**config.mk**
```make
export PLATFORM = sky130hd
export DESIGN_NAME = spper_top
export DESIGN_NICKNAME = d
export VERILOG_FILES = /design/src/shared/spper_pkg.sv /design/src/logic/spper_resolver.sv /design/src/logic/spper_top.sv
export SDC_FILE = /design/constraint.sdc
export NUM_CORES = 1
export LEC_CHECK = 0
export BUFFER_PORTS_ARGS = -buffer_cell sky130_fd_sc_hd__buf_2
export CAP_MARGIN = 20
export CORE_MARGIN = 4
export CORE_UTILIZATION = 35
export CTS_CLUSTER_SIZE = 12
export DETAILED_ROUTE_END_ITERATION = 7
export GPL_TIMING_DRIVEN = 0
export PLACE_DENSITY = 0.73
export SLEW_MARGIN = 20
export SYNTH_ARGS = -nofsm -noshare
export SYNTH_HDL_FRONTEND = slang
export SYNTH_SLANG_ARGS = --single-unit
```
**constraint.sdc**
```tcl
create_clock -name aclk -period 4.9 [get_ports aclk]
set_input_delay 0.245 -clock aclk [delete_from_list [all_inputs] [get_ports aclk]]
set_output_delay 0.245 -clock aclk [all_outputs]
set_load 0.01 [all_outputs]
```
**src/shared/spper_pkg.sv**
```systemverilog
package spper_pkg;

  // ==========================================================================
  // port layout
  localparam int NUM_PORTS = 3;
  localparam int VPHY_PORT = 0;

  // ==========================================================================
  // register map: one manual pause register per port, one word apart
  localparam int REG_IDX_LSB = 2;
  localparam int REG_IDX_W = 2;
  localparam int MANUAL_W = 4;

  // field positions inside a manual pause register
  localparam int FLD_SEL = 0;
  localparam int FLD_BP = 1;
  localparam int FLD_TX = 2;
  localparam int FLD_RX = 3;
  localparam int FLD_FULL = 8;
  localparam int FLD_TXEN = 9;
  localparam int FLD_RXEN = 10;

  localparam logic [1:0] RESP_OKAY = 2'h0;
  localparam logic [1:0] RESP_SLVERR = 2'h2;

  // ==========================================================================
  // carriers
  typedef struct packed {
    logic an_enable;
    logic an_complete;
    logic lp_an_able;
    logic full_duplex;
    logic adv_pause;
    logic adv_asym;
    logic lp_pause;
    logic lp_asym;
  } spper_phy_s;

  // bit order matches FLD_SEL..FLD_RX
  typedef struct packed {
    logic manual_rx_pause_bit;
    logic manual_tx_pause_bit;
    logic backpressure_enable_bit;
    logic manual_pause_select;
  } spper_manual_s;

  localparam spper_manual_s MANUAL_RST = 4'h0;

  typedef struct packed {
    logic full_duplex;
    logic tx_en;
    logic rx_en;
    logic backpressure_en;
    logic pause_send_en;
    logic pause_honor_en;
  } spper_fc_s;

endpackage

```
**src/logic/spper_resolver.sv**
```systemverilog
`timescale 1ns/1ps
`default_nettype none

module spper_resolver (
  input wire logic aclk,
  input wire logic aresetn,
  input wire spper_pkg::spper_phy_s phy,
  input wire spper_pkg::spper_manual_s manual,
  output var spper_pkg::spper_fc_s fc
);
  import spper_pkg::*;

  typedef struct packed {
    spper_fc_s fc;
  } spper_res_state_s;

  spper_res_state_s st_r;
  spper_res_state_s st_nxt;
  logic tx;
  logic rx;
  logic full;

  // ==========================================================================
  // enable resolution
  always_comb
  begin
    st_nxt = st_r;
    tx = 1'b0;
    rx = 1'b0;
    full = phy.full_duplex;
    if (!phy.an_enable || manual.manual_pause_select)
    begin
      if (phy.full_duplex)
      begin
        rx = manual.manual_rx_pause_bit;
        tx = manual.manual_tx_pause_bit;
      end
      else
      begin
        tx = manual.backpressure_enable_bit;
      end
    end
    else if (!phy.an_complete)
    begin
      // result not settled yet: both held off
      tx = 1'b0;
    end
    else if (!phy.lp_an_able || !phy.full_duplex)
    begin
      // parallel detect forces half duplex
      full = 1'b0;
      tx = manual.backpressure_enable_bit;
    end
    else
    begin
      if (phy.adv_pause && phy.lp_pause)
      begin
        rx = 1'b1;
        tx = 1'b1;
      end
      else if (!phy.adv_pause && phy.adv_asym && phy.lp_pause && phy.lp_asym)
      begin
        tx = 1'b1;
      end
      else if (phy.adv_pause && phy.adv_asym && !phy.lp_pause && phy.lp_asym)
      begin
        rx = 1'b1;
      end
      // everything else leaves both at zero
    end
    st_nxt.fc.full_duplex = full;
    st_nxt.fc.tx_en = tx;
    st_nxt.fc.rx_en = rx;
    st_nxt.fc.backpressure_en = tx && !full;
    st_nxt.fc.pause_send_en = tx && full;
    st_nxt.fc.pause_honor_en = rx;
  end

  always_ff @(posedge aclk)
  begin
    if (!aresetn)
    begin
      st_r <= '0;
    end
    else
    begin
      st_r <= st_nxt;
    end
  end

  assign fc = st_r.fc;

endmodule

`default_nettype wire

```
**src/logic/spper_top.sv**
```systemverilog
// Contract
// - each of ports 0..2 has its own transmit and receive pause enable
// - transmit enable means back pressure in half duplex, pause frames in full
// - receive enable decides whether received pause frames stop transmission
// - port 0 uses virtual phy, port 1 phy a, port 2 phy b status
// - half duplex: receive enable 0, transmit enable follows back pressure bit
// - full duplex, negotiation off or manual select: enables follow manual bits
// - full duplex, negotiation on, select clear: enables come from negotiation
// - manual bits never alter the phy advertisement pause bits
// - negotiation on, select clear, not complete: both enables held at 0
// - partner cannot negotiate: treat as half duplex, back pressure bit drives tx
// - negotiated full duplex follows the standard pause resolution table
// - both symmetric pause bits set: both enables 1
// - local 0/1, partner 1/1: transmit 1, receive 0
// - local 1/1, partner 0/1: receive 1, transmit 0
// - any other negotiated full duplex combination: both enables 0
// - virtual phy port swaps local and partner pause bits
// - manual register reads back duplex and enables in effect
//
// The AXI4-Lite interface to the registers and the address map were chosen for this implementation.
`timescale 1ns/1ps
`default_nettype none

module spper_top #(
  parameter int ADDR_W = 8
) (
  input wire logic aclk,
  input wire logic aresetn,
  input wire logic awvalid,
  output logic awready,
  input wire logic [ADDR_W-1:0] awaddr,
  input wire logic [2:0] awprot,
  input wire logic wvalid,
  output logic wready,
  input wire logic [31:0] wdata,
  input wire logic [3:0] wstrb,
  output logic bvalid,
  input wire logic bready,
  output logic [1:0] bresp,
  input wire logic arvalid,
  output logic arready,
  input wire logic [ADDR_W-1:0] araddr,
  input wire logic [2:0] arprot,
  output logic rvalid,
  input wire logic rready,
  output logic [31:0] rdata,
  output logic [1:0] rresp,
  input wire spper_pkg::spper_phy_s [spper_pkg::NUM_PORTS-1:0] phy_status,
  output var spper_pkg::spper_fc_s [spper_pkg::NUM_PORTS-1:0] port_fc
);
  import spper_pkg::*;

  // ==========================================================================
  // elaboration checks
  if (ADDR_W < REG_IDX_LSB + REG_IDX_W + 1 || ADDR_W > 32)
  begin : g_bad_addr_w
    $error("spper_top: ADDR_W out of range");
  end

  // ==========================================================================
  // state
  typedef struct packed {
    spper_phy_s [NUM_PORTS-1:0] meta;
    spper_phy_s [NUM_PORTS-1:0] sync;
    spper_manual_s [NUM_PORTS-1:0] manual;
    logic aw_have;
    logic [ADDR_W-1:0] awaddr;
    logic w_have;
    logic [31:0] wdata;
    logic [3:0] wstrb;
    logic bvalid;
    logic [1:0] bresp;
    logic rvalid;
    logic [31:0] rdata;
    logic [1:0] rresp;
  } spper_top_state_s;

  localparam spper_top_state_s ST_RST = '{
    manual: {NUM_PORTS{MANUAL_RST}},
    default: '0
  };

  spper_top_state_s st_r;
  spper_top_state_s st_nxt;
  spper_phy_s [NUM_PORTS-1:0] loc;
  logic aw_fire;
  logic w_fire;
  logic ar_fire;
  logic [REG_IDX_W-1:0] wr_idx;
  logic wr_hit;
  logic [REG_IDX_W-1:0] rd_idx;
  logic rd_hit;

  // ==========================================================================
  // address decode
  function automatic logic reg_hit(input logic [ADDR_W-1:0] addr);
    logic upper_zero;
    logic [REG_IDX_W-1:0] idx;
    upper_zero = (addr >> (REG_IDX_LSB + REG_IDX_W)) == '0;
    idx = addr[REG_IDX_LSB +: REG_IDX_W];
    return upper_zero && (int'(idx) < NUM_PORTS);
  endfunction

  assign wr_idx = st_r.awaddr[REG_IDX_LSB +: REG_IDX_W];
  assign wr_hit = reg_hit(st_r.awaddr);
  assign rd_idx = araddr[REG_IDX_LSB +: REG_IDX_W];
  assign rd_hit = reg_hit(araddr);

  // ==========================================================================
  // bus handshakes
  // address and data are held separately so they may arrive in any order
  assign awready = !st_r.aw_have && !st_r.bvalid;
  assign wready = !st_r.w_have && !st_r.bvalid;
  assign arready = !st_r.rvalid;
  assign aw_fire = awvalid && awready;
  assign w_fire = wvalid && wready;
  assign ar_fire = arvalid && arready;

  assign bvalid = st_r.bvalid;
  assign bresp = st_r.bresp;
  assign rvalid = st_r.rvalid;
  assign rdata = st_r.rdata;
  assign rresp = st_r.rresp;

  // ==========================================================================
  // phy role mapping
  for (genvar i = 0; i < NUM_PORTS; i++)
  begin : g_role
    if (i == VPHY_PORT)
    begin : g_swap
      // virtual phy reports from the host's side, so roles are crossed;
      // a continuous assign like the other ports keeps loc one kind of driver
      assign loc[i] = {
        st_r.sync[i].an_enable,
        st_r.sync[i].an_complete,
        st_r.sync[i].lp_an_able,
        st_r.sync[i].full_duplex,
        st_r.sync[i].lp_pause,
        st_r.sync[i].lp_asym,
        st_r.sync[i].adv_pause,
        st_r.sync[i].adv_asym
      };
    end
    else
    begin : g_direct
      assign loc[i] = st_r.sync[i];
    end
  end

  // ==========================================================================
  // next state
  always_comb
  begin
    st_nxt = st_r;
    // status pins come from the phy domains: two flops before any use
    st_nxt.meta = phy_status;
    st_nxt.sync = st_r.meta;

    if (st_r.bvalid && bready)
    begin
      st_nxt.bvalid = 1'b0;
    end
    if (aw_fire)
    begin
      st_nxt.aw_have = 1'b1;
      st_nxt.awaddr = awaddr;
    end
    if (w_fire)
    begin
      st_nxt.w_have = 1'b1;
      st_nxt.wdata = wdata;
      st_nxt.wstrb = wstrb;
    end
    if (st_r.aw_have && st_r.w_have)
    begin
      st_nxt.aw_have = 1'b0;
      st_nxt.w_have = 1'b0;
      st_nxt.bvalid = 1'b1;
      st_nxt.bresp = wr_hit ? RESP_OKAY : RESP_SLVERR;
      // only the low byte holds writable bits; the phy advertisement
      // is never touched from here
      if (wr_hit && st_r.wstrb[0])
      begin
        st_nxt.manual[wr_idx] = spper_manual_s'(st_r.wdata[MANUAL_W-1:0]);
      end
    end

    if (st_r.rvalid && rready)
    begin
      st_nxt.rvalid = 1'b0;
    end
    if (ar_fire)
    begin
      st_nxt.rvalid = 1'b1;
      st_nxt.rdata = '0;
      st_nxt.rresp = rd_hit ? RESP_OKAY : RESP_SLVERR;
      if (rd_hit)
      begin
        st_nxt.rdata[MANUAL_W-1:0] = st_r.manual[rd_idx];
        st_nxt.rdata[FLD_FULL] = port_fc[rd_idx].full_duplex;
        st_nxt.rdata[FLD_TXEN] = port_fc[rd_idx].tx_en;
        st_nxt.rdata[FLD_RXEN] = port_fc[rd_idx].rx_en;
      end
    end
  end

  always_ff @(posedge aclk)
  begin
    if (!aresetn)
    begin
      st_r <= ST_RST;
    end
    else
    begin
      st_r <= st_nxt;
    end
  end

  // ==========================================================================
  // per-port resolvers
  for (genvar i = 0; i < NUM_PORTS; i++)
  begin : g_port
    spper_resolver u_res (
      .aclk(aclk),
      .aresetn(aresetn),
      .phy(loc[i]),
      .manual(st_r.manual[i]),
      .fc(port_fc[i])
    );
  end

  for (genvar i = 0; i < NUM_PORTS; i++)
  begin : g_chk
    logic forced;
    logic neg_ok;
    assign forced = !loc[i].an_enable || st_r.manual[i].manual_pause_select;
    assign neg_ok = loc[i].an_enable && !st_r.manual[i].manual_pause_select
      && loc[i].an_complete;

  end
endmodule

`default_nettype wire

```
Yosys cells after proc, flatten, opt, wreduce, memory -nomap -nowiden
Index checks and enable logic that the tools add are counted.
{"block": "word_totals", "ff_bits": 103, "out_inout_bits": 59, "elab_cells": 227}
{"block": "op_classes", "order_cmp": 5, "mux": 63, "bitwise_logic": 1, "n_reduce_logical": 73}
{"cell": "1-bit 2-to-1 mux", "count": 50}
{"cell": "1-bit logical AND", "count": 39}
{"cell": "35-bit 2-to-1 mux", "count": 1}
{"cell": "1-bit logical NOT", "count": 22}
{"cell": "8-bit logical NOT", "count": 2}
{"cell": "6-bit binary-select mux with 2-bit select", "count": 1}
{"cell": "12-bit bitwise mux", "count": 1}
{"cell": "4-bit 2-to-1 mux", "count": 3}
{"cell": "4-bit binary-select mux with 2-bit select", "count": 1}
{"cell": "4-bit demux with 2-bit select", "count": 1}
{"cell": "1-bit logical OR", "count": 6}
{"cell": "2-bit by 3-bit less-than comparator with 1-bit output, second input constant", "count": 2}
{"cell": "3-bit 2-to-1 mux", "count": 2}
{"cell": "6-bit 2-to-1 mux", "count": 1}
{"cell": "2-bit less-than comparator, second input constant", "count": 2}
{"cell": "2-bit 2-to-1 mux", "count": 2}
{"cell": "2-bit nonzero test", "count": 2}
{"cell": "2-bit by 1-bit greater-or-equal comparator with 1-bit output, second input constant", "count": 1}
{"cell": "2-bit AND reduction", "count": 1}
{"cell": "2-bit OR reduction", "count": 1}
{"cell": "1-bit NOT", "count": 1}

Depth between registers and ports, before layout
Gate-level depths: netlist of run 1.
{"block": "logic_depth", "ltp_word": 10, "depth_mapped": 5, "depth_no_buf": 3}

By module
From an unflattened synthesis of run 1, not the netlist that was laid out.
{"block": "hier_totals", "cells_unflattened": 362, "hier_area_um2": 3814.9}
{"module": "spper_top", "n_inst": 1, "cells_per_inst": 287, "area_per_inst_um2": 3098.0, "seq_area_each_um2": 1681.6}
{"module": "spper_resolver", "n_inst": 3, "cells_per_inst": 25, "area_per_inst_um2": 239.0, "seq_area_each_um2": 100.1}

Worst setup path after synthesis of run 1
No wires, ideal clock.
{"block": "synth_path", "path_type": "reg2reg", "start": "register st_r[80] (netlist bit)", "end": "register st_r[88] (netlist bit)", "setup_ns": 0.072, "arrival_ns": 1.559, "required_time_ns": 4.828, "setup_slack_ns": 3.270, "path_stages_with_launch": 4, "n_path_buf": 0, "period_less_slack_ns": 1.630, "cell_sequence": "dfxtp_1 -> or4_4 -> a2111oi_4 -> mux2i_1"}
{"block": "synth_via", "elab_chain_cells": 4}
{"item": "from (decl)", "line_no": "spper_top.sv:83", "rtl": "spper_top_state_s st_r;"}
{"item": "from (signal assigned)", "line_no": "spper_top.sv:215", "rtl": "st_r <= st_nxt;"}
{"item": "8-bit logical NOT", "line_no": "spper_top.sv:99", "rtl": "upper_zero = (addr >> (REG_IDX_LSB + REG_IDX_W)) == '0;"}
{"item": "1-bit logical AND", "line_no": "spper_top.sv:101", "rtl": "return upper_zero && (int'(idx) < NUM_PORTS);"}
{"item": "1-bit logical AND", "line_no": "spper_top.sv:182", "rtl": "if (wr_hit && st_r.wstrb[0])"}
{"item": "2-bit AND reduction (no source line)"}
Every way passes these cells.
A chain may end at the register's enable or synchronous reset.

Worst setup path in the final report of run 1
{"block": "layout_path", "start": "register st_r[80] (netlist bit)", "end": "register st_r[89] (netlist bit)"}
Same word-level chain as after synthesis.

==> summary.txt, run 1 <==
R2r endpoint: st_r[89]$_SDFFE_PN0P_
First-pass GRT wire length: 12.7 mm
Hold Path Sink: st_nxt[100]$_SDFF_PN0_
Inserted Diodes: 0
R2R cell count: 3
Hold Startpoint: phy_status[4]
Initial antenna violation count: 0
I/O Buffers: 78
Status: finished clean
Min Hold Slack: 0.0723 ns
Startpoint Class: register
Clock-pin slew on the worst setup and hold paths: 0.11 ns
Reg2reg setup slack: 3.10 ns
First drt pass iteration count: 4
CTS tree: yes
# DRC: 0
Postcts setup bufs: 0
Crit-path max FO: 4
Synth Instances: 364
Post-route ant nets: 0
Final hold vios: 0
Final HPWL DP: 6.23 mm
Root Driver: clkbuf_8
Crit end category: register
Crit path required time: 5.20 ns
Worst slew pin tran: 0.608 ns
Worst Skew: 0.0126 ns
Register area share after synthesis: 0.517
Nets: 568
CP arrival: 2.10 ns
Area growth, synth to finish: 22.4%
Core area: 10500 µm²
Vias per Instance: 4.35
Max Slew Vio Count: 0
Worst-Skew Late Latency: 0.37 ns
F_max: 556 MHz
Fraction of layout cells with a size suffix above 1: 0.302
Critical path class: register to register
Number of synthesized register bits: 99
Clock tree buffer depth: 2
Fin crit share: 0.367
Asr flop ratio synth: 0
Worst r2r src: st_r[80]$_SDFFE_PN0P_
Final setup violation count: 0
Slew HR: 0.593
Drt total wl: 7.89 mm
Post-CTS sizing: 0
Starting DRC count in detailed routing: 96
Post-synth EDFFs: 0
Gr ovfl total: 0
P_leak: 2.07 nW
Starting Density: 0.364
Final min period: 1.80 ns
Setup_tns: 0 ns
Mapped Area: 3830 µm²
Final total power: 1.49 mW
Chip Height: 113 µm
Maximum vdd ir drop: 0.180 mV
Clk sinks: 99
Top Ports: 148
Hold Path Stages: 2
Via count: 2695
Syn_area_per_cell: 10.5 µm²
Post-DR wirelength/cell: 12.7 µm
Hold_buf cts: 0
Vias in the first global route: 2692
Unrepaired setup endpoints after global routing: no
Total CTS buffers: 9
GRT Resource Usage Total: 0.125
Max-cap viol count: 0
Final std cells w/o fill: 620
Hold Path Class: input port to register
Largest net degree at the start of global routing: 21
Pwr/cell area: 318 nW/µm²
Die X: 113 µm
CTS H-tree depth: 3
Row Count: 37
Die Area: 12700 µm²
DP Cell Count: 604
Ys Warns: 0
Fill cells: 1008
Placer Congestion: 0.804
Yosys cell types: 38
Top FF cell, synth: dfxtp_1
[critical path, stage by stage, from the launching register on]
cell and delay [ns]:
dfxtp_1 0.33, or4_4 0.60, a2111oi_4 0.56, mux2i_1 0.24
[metal layers]
layer	vias up	GRT usage	wire length [µm]
met4	0	0.0505	132
met5	-	0	0
met2	92	0.214	3760
met3	15	0.0307	470
met1	1191	0.151	3520
li1	1397	-	-
[cells in the final DEF (no fill, tap or decap), types with 2 or more instances in the layout]
master	n
nand4_1	3
nor4_4	2
nand2_1	25
or3b_2	3
mux2_2	3
nand2b_1	5
a32oi_1	3
or3_1	3
buf_4	39
o21ai_0	3
mux2i_1	30
nand3_1	6
inv_1	4
nor2b_1	16
a21boi_0	10
clkinv_4	2
clkbuf_8	9
buf_2	80
o31a_1	3
and2_1	51
and4b_1	3
inv_8	3
dfxtp_1	99
clkbuf_1	12
o21a_1	2
nor2_1	2
a22o_1	7
o2bb2ai_1	5
conb_1	27
nor3b_1	2
a21oi_1	10
[synthesized netlist by cell type (all sizes together), types with 2 or more instances]
| library cell | n | area [µm²] |
|---|---|---|
| o21ai | 3 | 15.0 |
| o21a | 2 | 15.0 |
| or3 | 3 | 18.8 |
| o2bb2ai | 5 | 43.8 |
| nand3 | 6 | 30.0 |
| or3b | 3 | 26.3 |
| a32oi | 3 | 26.3 |
| inv | 4 | 15.0 |
| nand4 | 3 | 18.8 |
| nor2 | 2 | 7.51 |
| a22o | 7 | 61.3 |
| a21oi | 10 | 50.1 |
| nor4 | 3 | 48.8 |
| clkbuf | 12 | 45.0 |
| buf | 42 | 307 |
| nand2 | 25 | 93.8 |
| mux2 | 3 | 33.8 |
| dfxtp | 99 | 1980 |
| nand2b | 5 | 31.3 |
| o31a | 3 | 26.3 |
| mux2i | 30 | 300 |
| a21boi | 10 | 75.1 |
| and4b | 3 | 30.0 |
| and2 | 51 | 319 |
| nor3b | 3 | 27.5 |
| nor2b | 16 | 100 |
[cell type report]
class / instances / area [µm²] / area share
repair buffers: 78 / 390 / 0.0833
plain buffers: 54 / 352 / 0.0750
multi-input cells: 233 / 1580 / 0.337
well taps: 136 / 170 / 0.0363
flip-flops and latches: 99 / 1980 / 0.423
clock buffers: 9 / 124 / 0.0264
inverters: 4 / 15.0 / 0.00320
clock inverters: 7 / 76.3 / 0.0163
[stage by stage]
step | instance area [µm²] | utilization | setup WS, ns
4_1_cts | 4690 | 0.446 | 3.08
3_5_place_dp | 4490 | 0.427 | 3.06
3_3_place_gp | 4490 | 0.427 | 3.13
5_1_grt | 4690 | 0.446 | 3.01
2_1_floorplan | 3930 | - | 3.27
6_report | 4690 | 0.446 | 3.10
[registers in the layout (all words and copies together) (netlist names)]
register and count:
rvalid 1, rdata 7, st_nxt 24, rresp 1, st_r 25, g_port.u_res.fc 15
bresp 1, loc 24, bvalid 1
[cell families (layout without fill, tap and decap cells)]
kind of cell / Yosys count / in the layout / synth area share
AOI/OAI and AO/OA: 47 / 47 / 0.0951
muxes: 33 / 33 / 0.0872
other: 1 / 27 / 0.000979
and+or+nand+nor: 126 / 126 / 0.204
buffers and inverters: 58 / 152 / 0.0957
DFF: 99 / 99 / 0.517
[where the power goes]
part / internal (mW) / switching, mW / leakage [nW]
clock network: 0.203 / 0.306 / 0.103
logic: 0.0657 / 0.0634 / 1.16
registers: 0.833 / 0.0182 / 0.811
[worst max path at each step]
| stage | startpoint | endpoint | depth (start not counted) |
|---|---|---|---|
| floorplan | st_r[80]$_SDFFE_PN0P_ | st_r[88]$_SDFFE_PN0P_ | 3 |
| global placement | aresetn | st_r[85]$_SDFFE_PN0P_ | 6 |
| detailed placement | aresetn | st_r[87]$_SDFFE_PN0P_ | 6 |
| CTS | st_r[80]$_SDFFE_PN0P_ | st_r[91]$_SDFFE_PN0P_ | 3 |
| global route | st_r[80]$_SDFFE_PN0P_ | st_r[90]$_SDFFE_PN0P_ | 3 |
| finish | st_r[80]$_SDFFE_PN0P_ | st_r[89]$_SDFFE_PN0P_ | 3 |
(Power assumes the default switching activity.)
==> inputs of run 2 (changes only) <==
Settings changed: PLACE_DENSITY 0.73 to 0.75.
Clock period 4.9 ns to 1.6 ns, I/O delays scaled along.
==> summary.txt, run 2 (same netlist as run 1, synthesis figures left out) <==
Sw frac: 0.223 (-0.0371)
Final Util: 0.488 (+0.0417)
Hold Path Stages: 3 (+1)
Buf/Inv on CP: 1 (+1)
Reg2reg setup slack: -0.04 ns (-3.14 ns)
Placer Congestion: 0.804 (about the same)
Via count: 2902 (+7.7%)
Die X: 113 µm (unchanged)
First-pass GRT wire length: 13.8 mm (+8.3%)
Gr ovfl total: 0 (unchanged)
Top Ports: 148 (unchanged)
Final HPWL DP: 6.21 mm (-0.26%)
Maximum vdd ir drop: 0.491 mV (+170%)
Internal power: 3.69 mW (+230%)
CP arrival: 1.93 ns (-0.17 ns)
Starting DRC count in detailed routing: 142 (+48%)
Chip Height: 113 µm (unchanged)
GRT Resource Usage Total: 0.134 (+0.00888)
Hold Startpoint: wdata[1]
Setup ws final: -0.0366 ns (-3.14 ns)
Root Driver: clkbuf_8
Inserted Diodes: 0 (unchanged)
CTS H-tree depth: 3 (unchanged)
R2R cell count: 4 (+1)
Die Area: 12700 µm² (unchanged)
Multi-input gate area: 1580 µm² (unchanged)
Status: finished, violations left
Final instance area: 5130 µm² (+9.3%)
Crit-path max FO: 4 (unchanged)
FF/Latch Area: 1980 µm² (about the same)
Clock group share of total power: 0.351 (+0.009)
Post-DR wirelength/cell: 12.3 µm (-3.0%)
Post-route ant nets: 0 (unchanged)
Crit-path cells: or4_4, a2111oi_4, buf_4, mux2i_1
Setup_tns: -0.0976 ns (-0.0976 ns)
Fill cells: 966 (-4.2%)
Placed cell areas: 4490 µm² (unchanged)
Share of power burned in registers: 0.550 (-0.022)
Comb pwr share: 0.099 (+0.012)
Nets: 612 (+7.7%)
Crit path required time: 1.89 ns (-3.31 ns)
Critical path class: register to register
Initial antenna violation count: 0 (unchanged)
Critical path's top delay family: simple AND/OR/NAND/NOR gates
Clock-pin slew on the worst setup and hold paths: 0.09 ns (-0.02 ns)
Most frequent cells in the layout: dfxtp_1, buf_2, and2_1
Vias in the first global route: 2894 (+7.5%)
Max-cap viol count: 0 (unchanged)
Largest net degree at the start of global routing: 16 (-24%)
Min Hold Slack: 0.0282 ns (-0.0441 ns)
Crit. Startpoint: st_r[82]$_SDFFE_PN0P_
Failing checks: negative setup slack
Crit end category: register
Total CTS buffers: 9 (unchanged)
Worst r2r src: st_r[82]$_SDFFE_PN0P_
Starting Density: 0.364 (unchanged)
Fin crit share: 1.02 (+0.655)
Final total power: 4.74 mW (+220%)
Net Switching: 1.06 mW (+170%)
Crit-path max cell delay: 0.60 ns (about the same)
Hold Path Sink: st_r[43]$_SDFFE_PN0P_
P_leak: 2.27 nW (+9.5%)
Unrepaired setup endpoints after global routing: yes
Hold Path Class: input port to register
Worst slew pin tran: 0.614 ns (+0.00597 ns)
# DRC: 0 (unchanged)
Vias per Instance: 4.38 (+0.70%)
Final hold vios: 0 (unchanged)
Pwr/cell area: 925 nW/µm² (+190%)
Slew HR: 0.589 (-0.00399)
Largest Register: st_r
Area growth, synth to finish: 33.8%
Final setup violation count: 4 (+4)
First drt pass iteration count: 4 (unchanged)
Drt total wl: 8.18 mm (+3.8%)
CTS tree: yes
F_max: 611 MHz (+10%)
I/O Buffers: 78 (unchanged)
Final min period: 1.64 ns (-0.164 ns)
Fraction of layout cells with a size suffix above 1: 0.283 (-0.0189)
Core area: 10500 µm² (unchanged)
Worst-Skew Late Latency: 0.36 ns (about the same)
Max Slew Vio Count: 0 (unchanged)
Worst Skew: 0.0116 ns (-0.00104 ns)
Max FFs per register: 25 (unchanged)
R2r endpoint: st_r[88]$_SDFFE_PN0P_
Crit-path slowest cell: or4_4
Row Count: 37 (unchanged)
Clock tree buffer depth: 2 (unchanged)
Startpoint Class: register
Clk sinks: 99 (unchanged)
Commonest non-fill, non-tap cell in the layout: dfxtp_1
## run 2: power by group through the flow
stage	Sequential [mW]	Clock [mW]	Combinational [mW]
6_report	2.61	1.67	0.469
5_1_grt	2.62	1.84	0.522
4_1_cts	2.61	1.71	0.471
3_5_place_dp	2.67	0	0.395
3_3_place_gp	2.66	0	0.387
2_1_floorplan	2.65	0	0.278
## run 2: area by class of cell
class                           count  area share
Clock buffer                       10      0.0249
Tap cell                          136      0.0332
Timing Repair Buffer              122       0.160
Inverter                            4     0.00293
Clock inverter                      5      0.0154
Buffer                             54      0.0686
Multi-Input combinational cell    233       0.308
Sequential cell                    99       0.387
## run 2: repair_timing
action / 4_1_cts / 5_1_grt
pin swaps: 2 / 2
endpoints found under the setup margin: 12 / 12
setup buffers: 2 / 2
gates resized for setup: 0 / 1
hold buffers: 40 / 0
hold endpoints to repair: 37 / 0
## run 2: how the worst max path moves through the flow
| stage | endpoint | cells past startpoint |
|---|---|---|
| after floorplan | st_r[92]$_SDFFE_PN0P_ | 3 |
| after global placement | st_r[95]$_SDFFE_PN0P_ | 3 |
| after detailed placement | st_r[94]$_SDFFE_PN0P_ | 3 |
| after CTS | st_r[94]$_SDFFE_PN0P_ | 3 |
| after global routing | st_r[85]$_SDFFE_PN0P_ | 4 |
| final | st_r[88]$_SDFFE_PN0P_ | 4 |
## run 2: stage by stage
step | cells | setup WS, ns
2_1_floorplan | 390 | 0.0484
3_3_place_gp | 604 | -0.0272
3_5_place_dp | 604 | -0.0970
4_1_cts | 661 | -0.0275
5_1_grt | 663 | -0.0866
6_report | 663 | -0.0366
## run 2: worst min-delay path: stages
cell and delay [ns]:
buf_2 0.09, mux2i_1 0.06, nor2b_1 0.11
## run 2: routing by layer
layer	part of all wire	vias up	routed length, µm	GRT usage
met1	0.45	1305	3710	0.168
met4	0.016	0	135	0.0433
met2	0.47	100	3810	0.222
met5	0	-	0	0
li1	-	1485	-	-
met3	0.065	12	530	0.0388
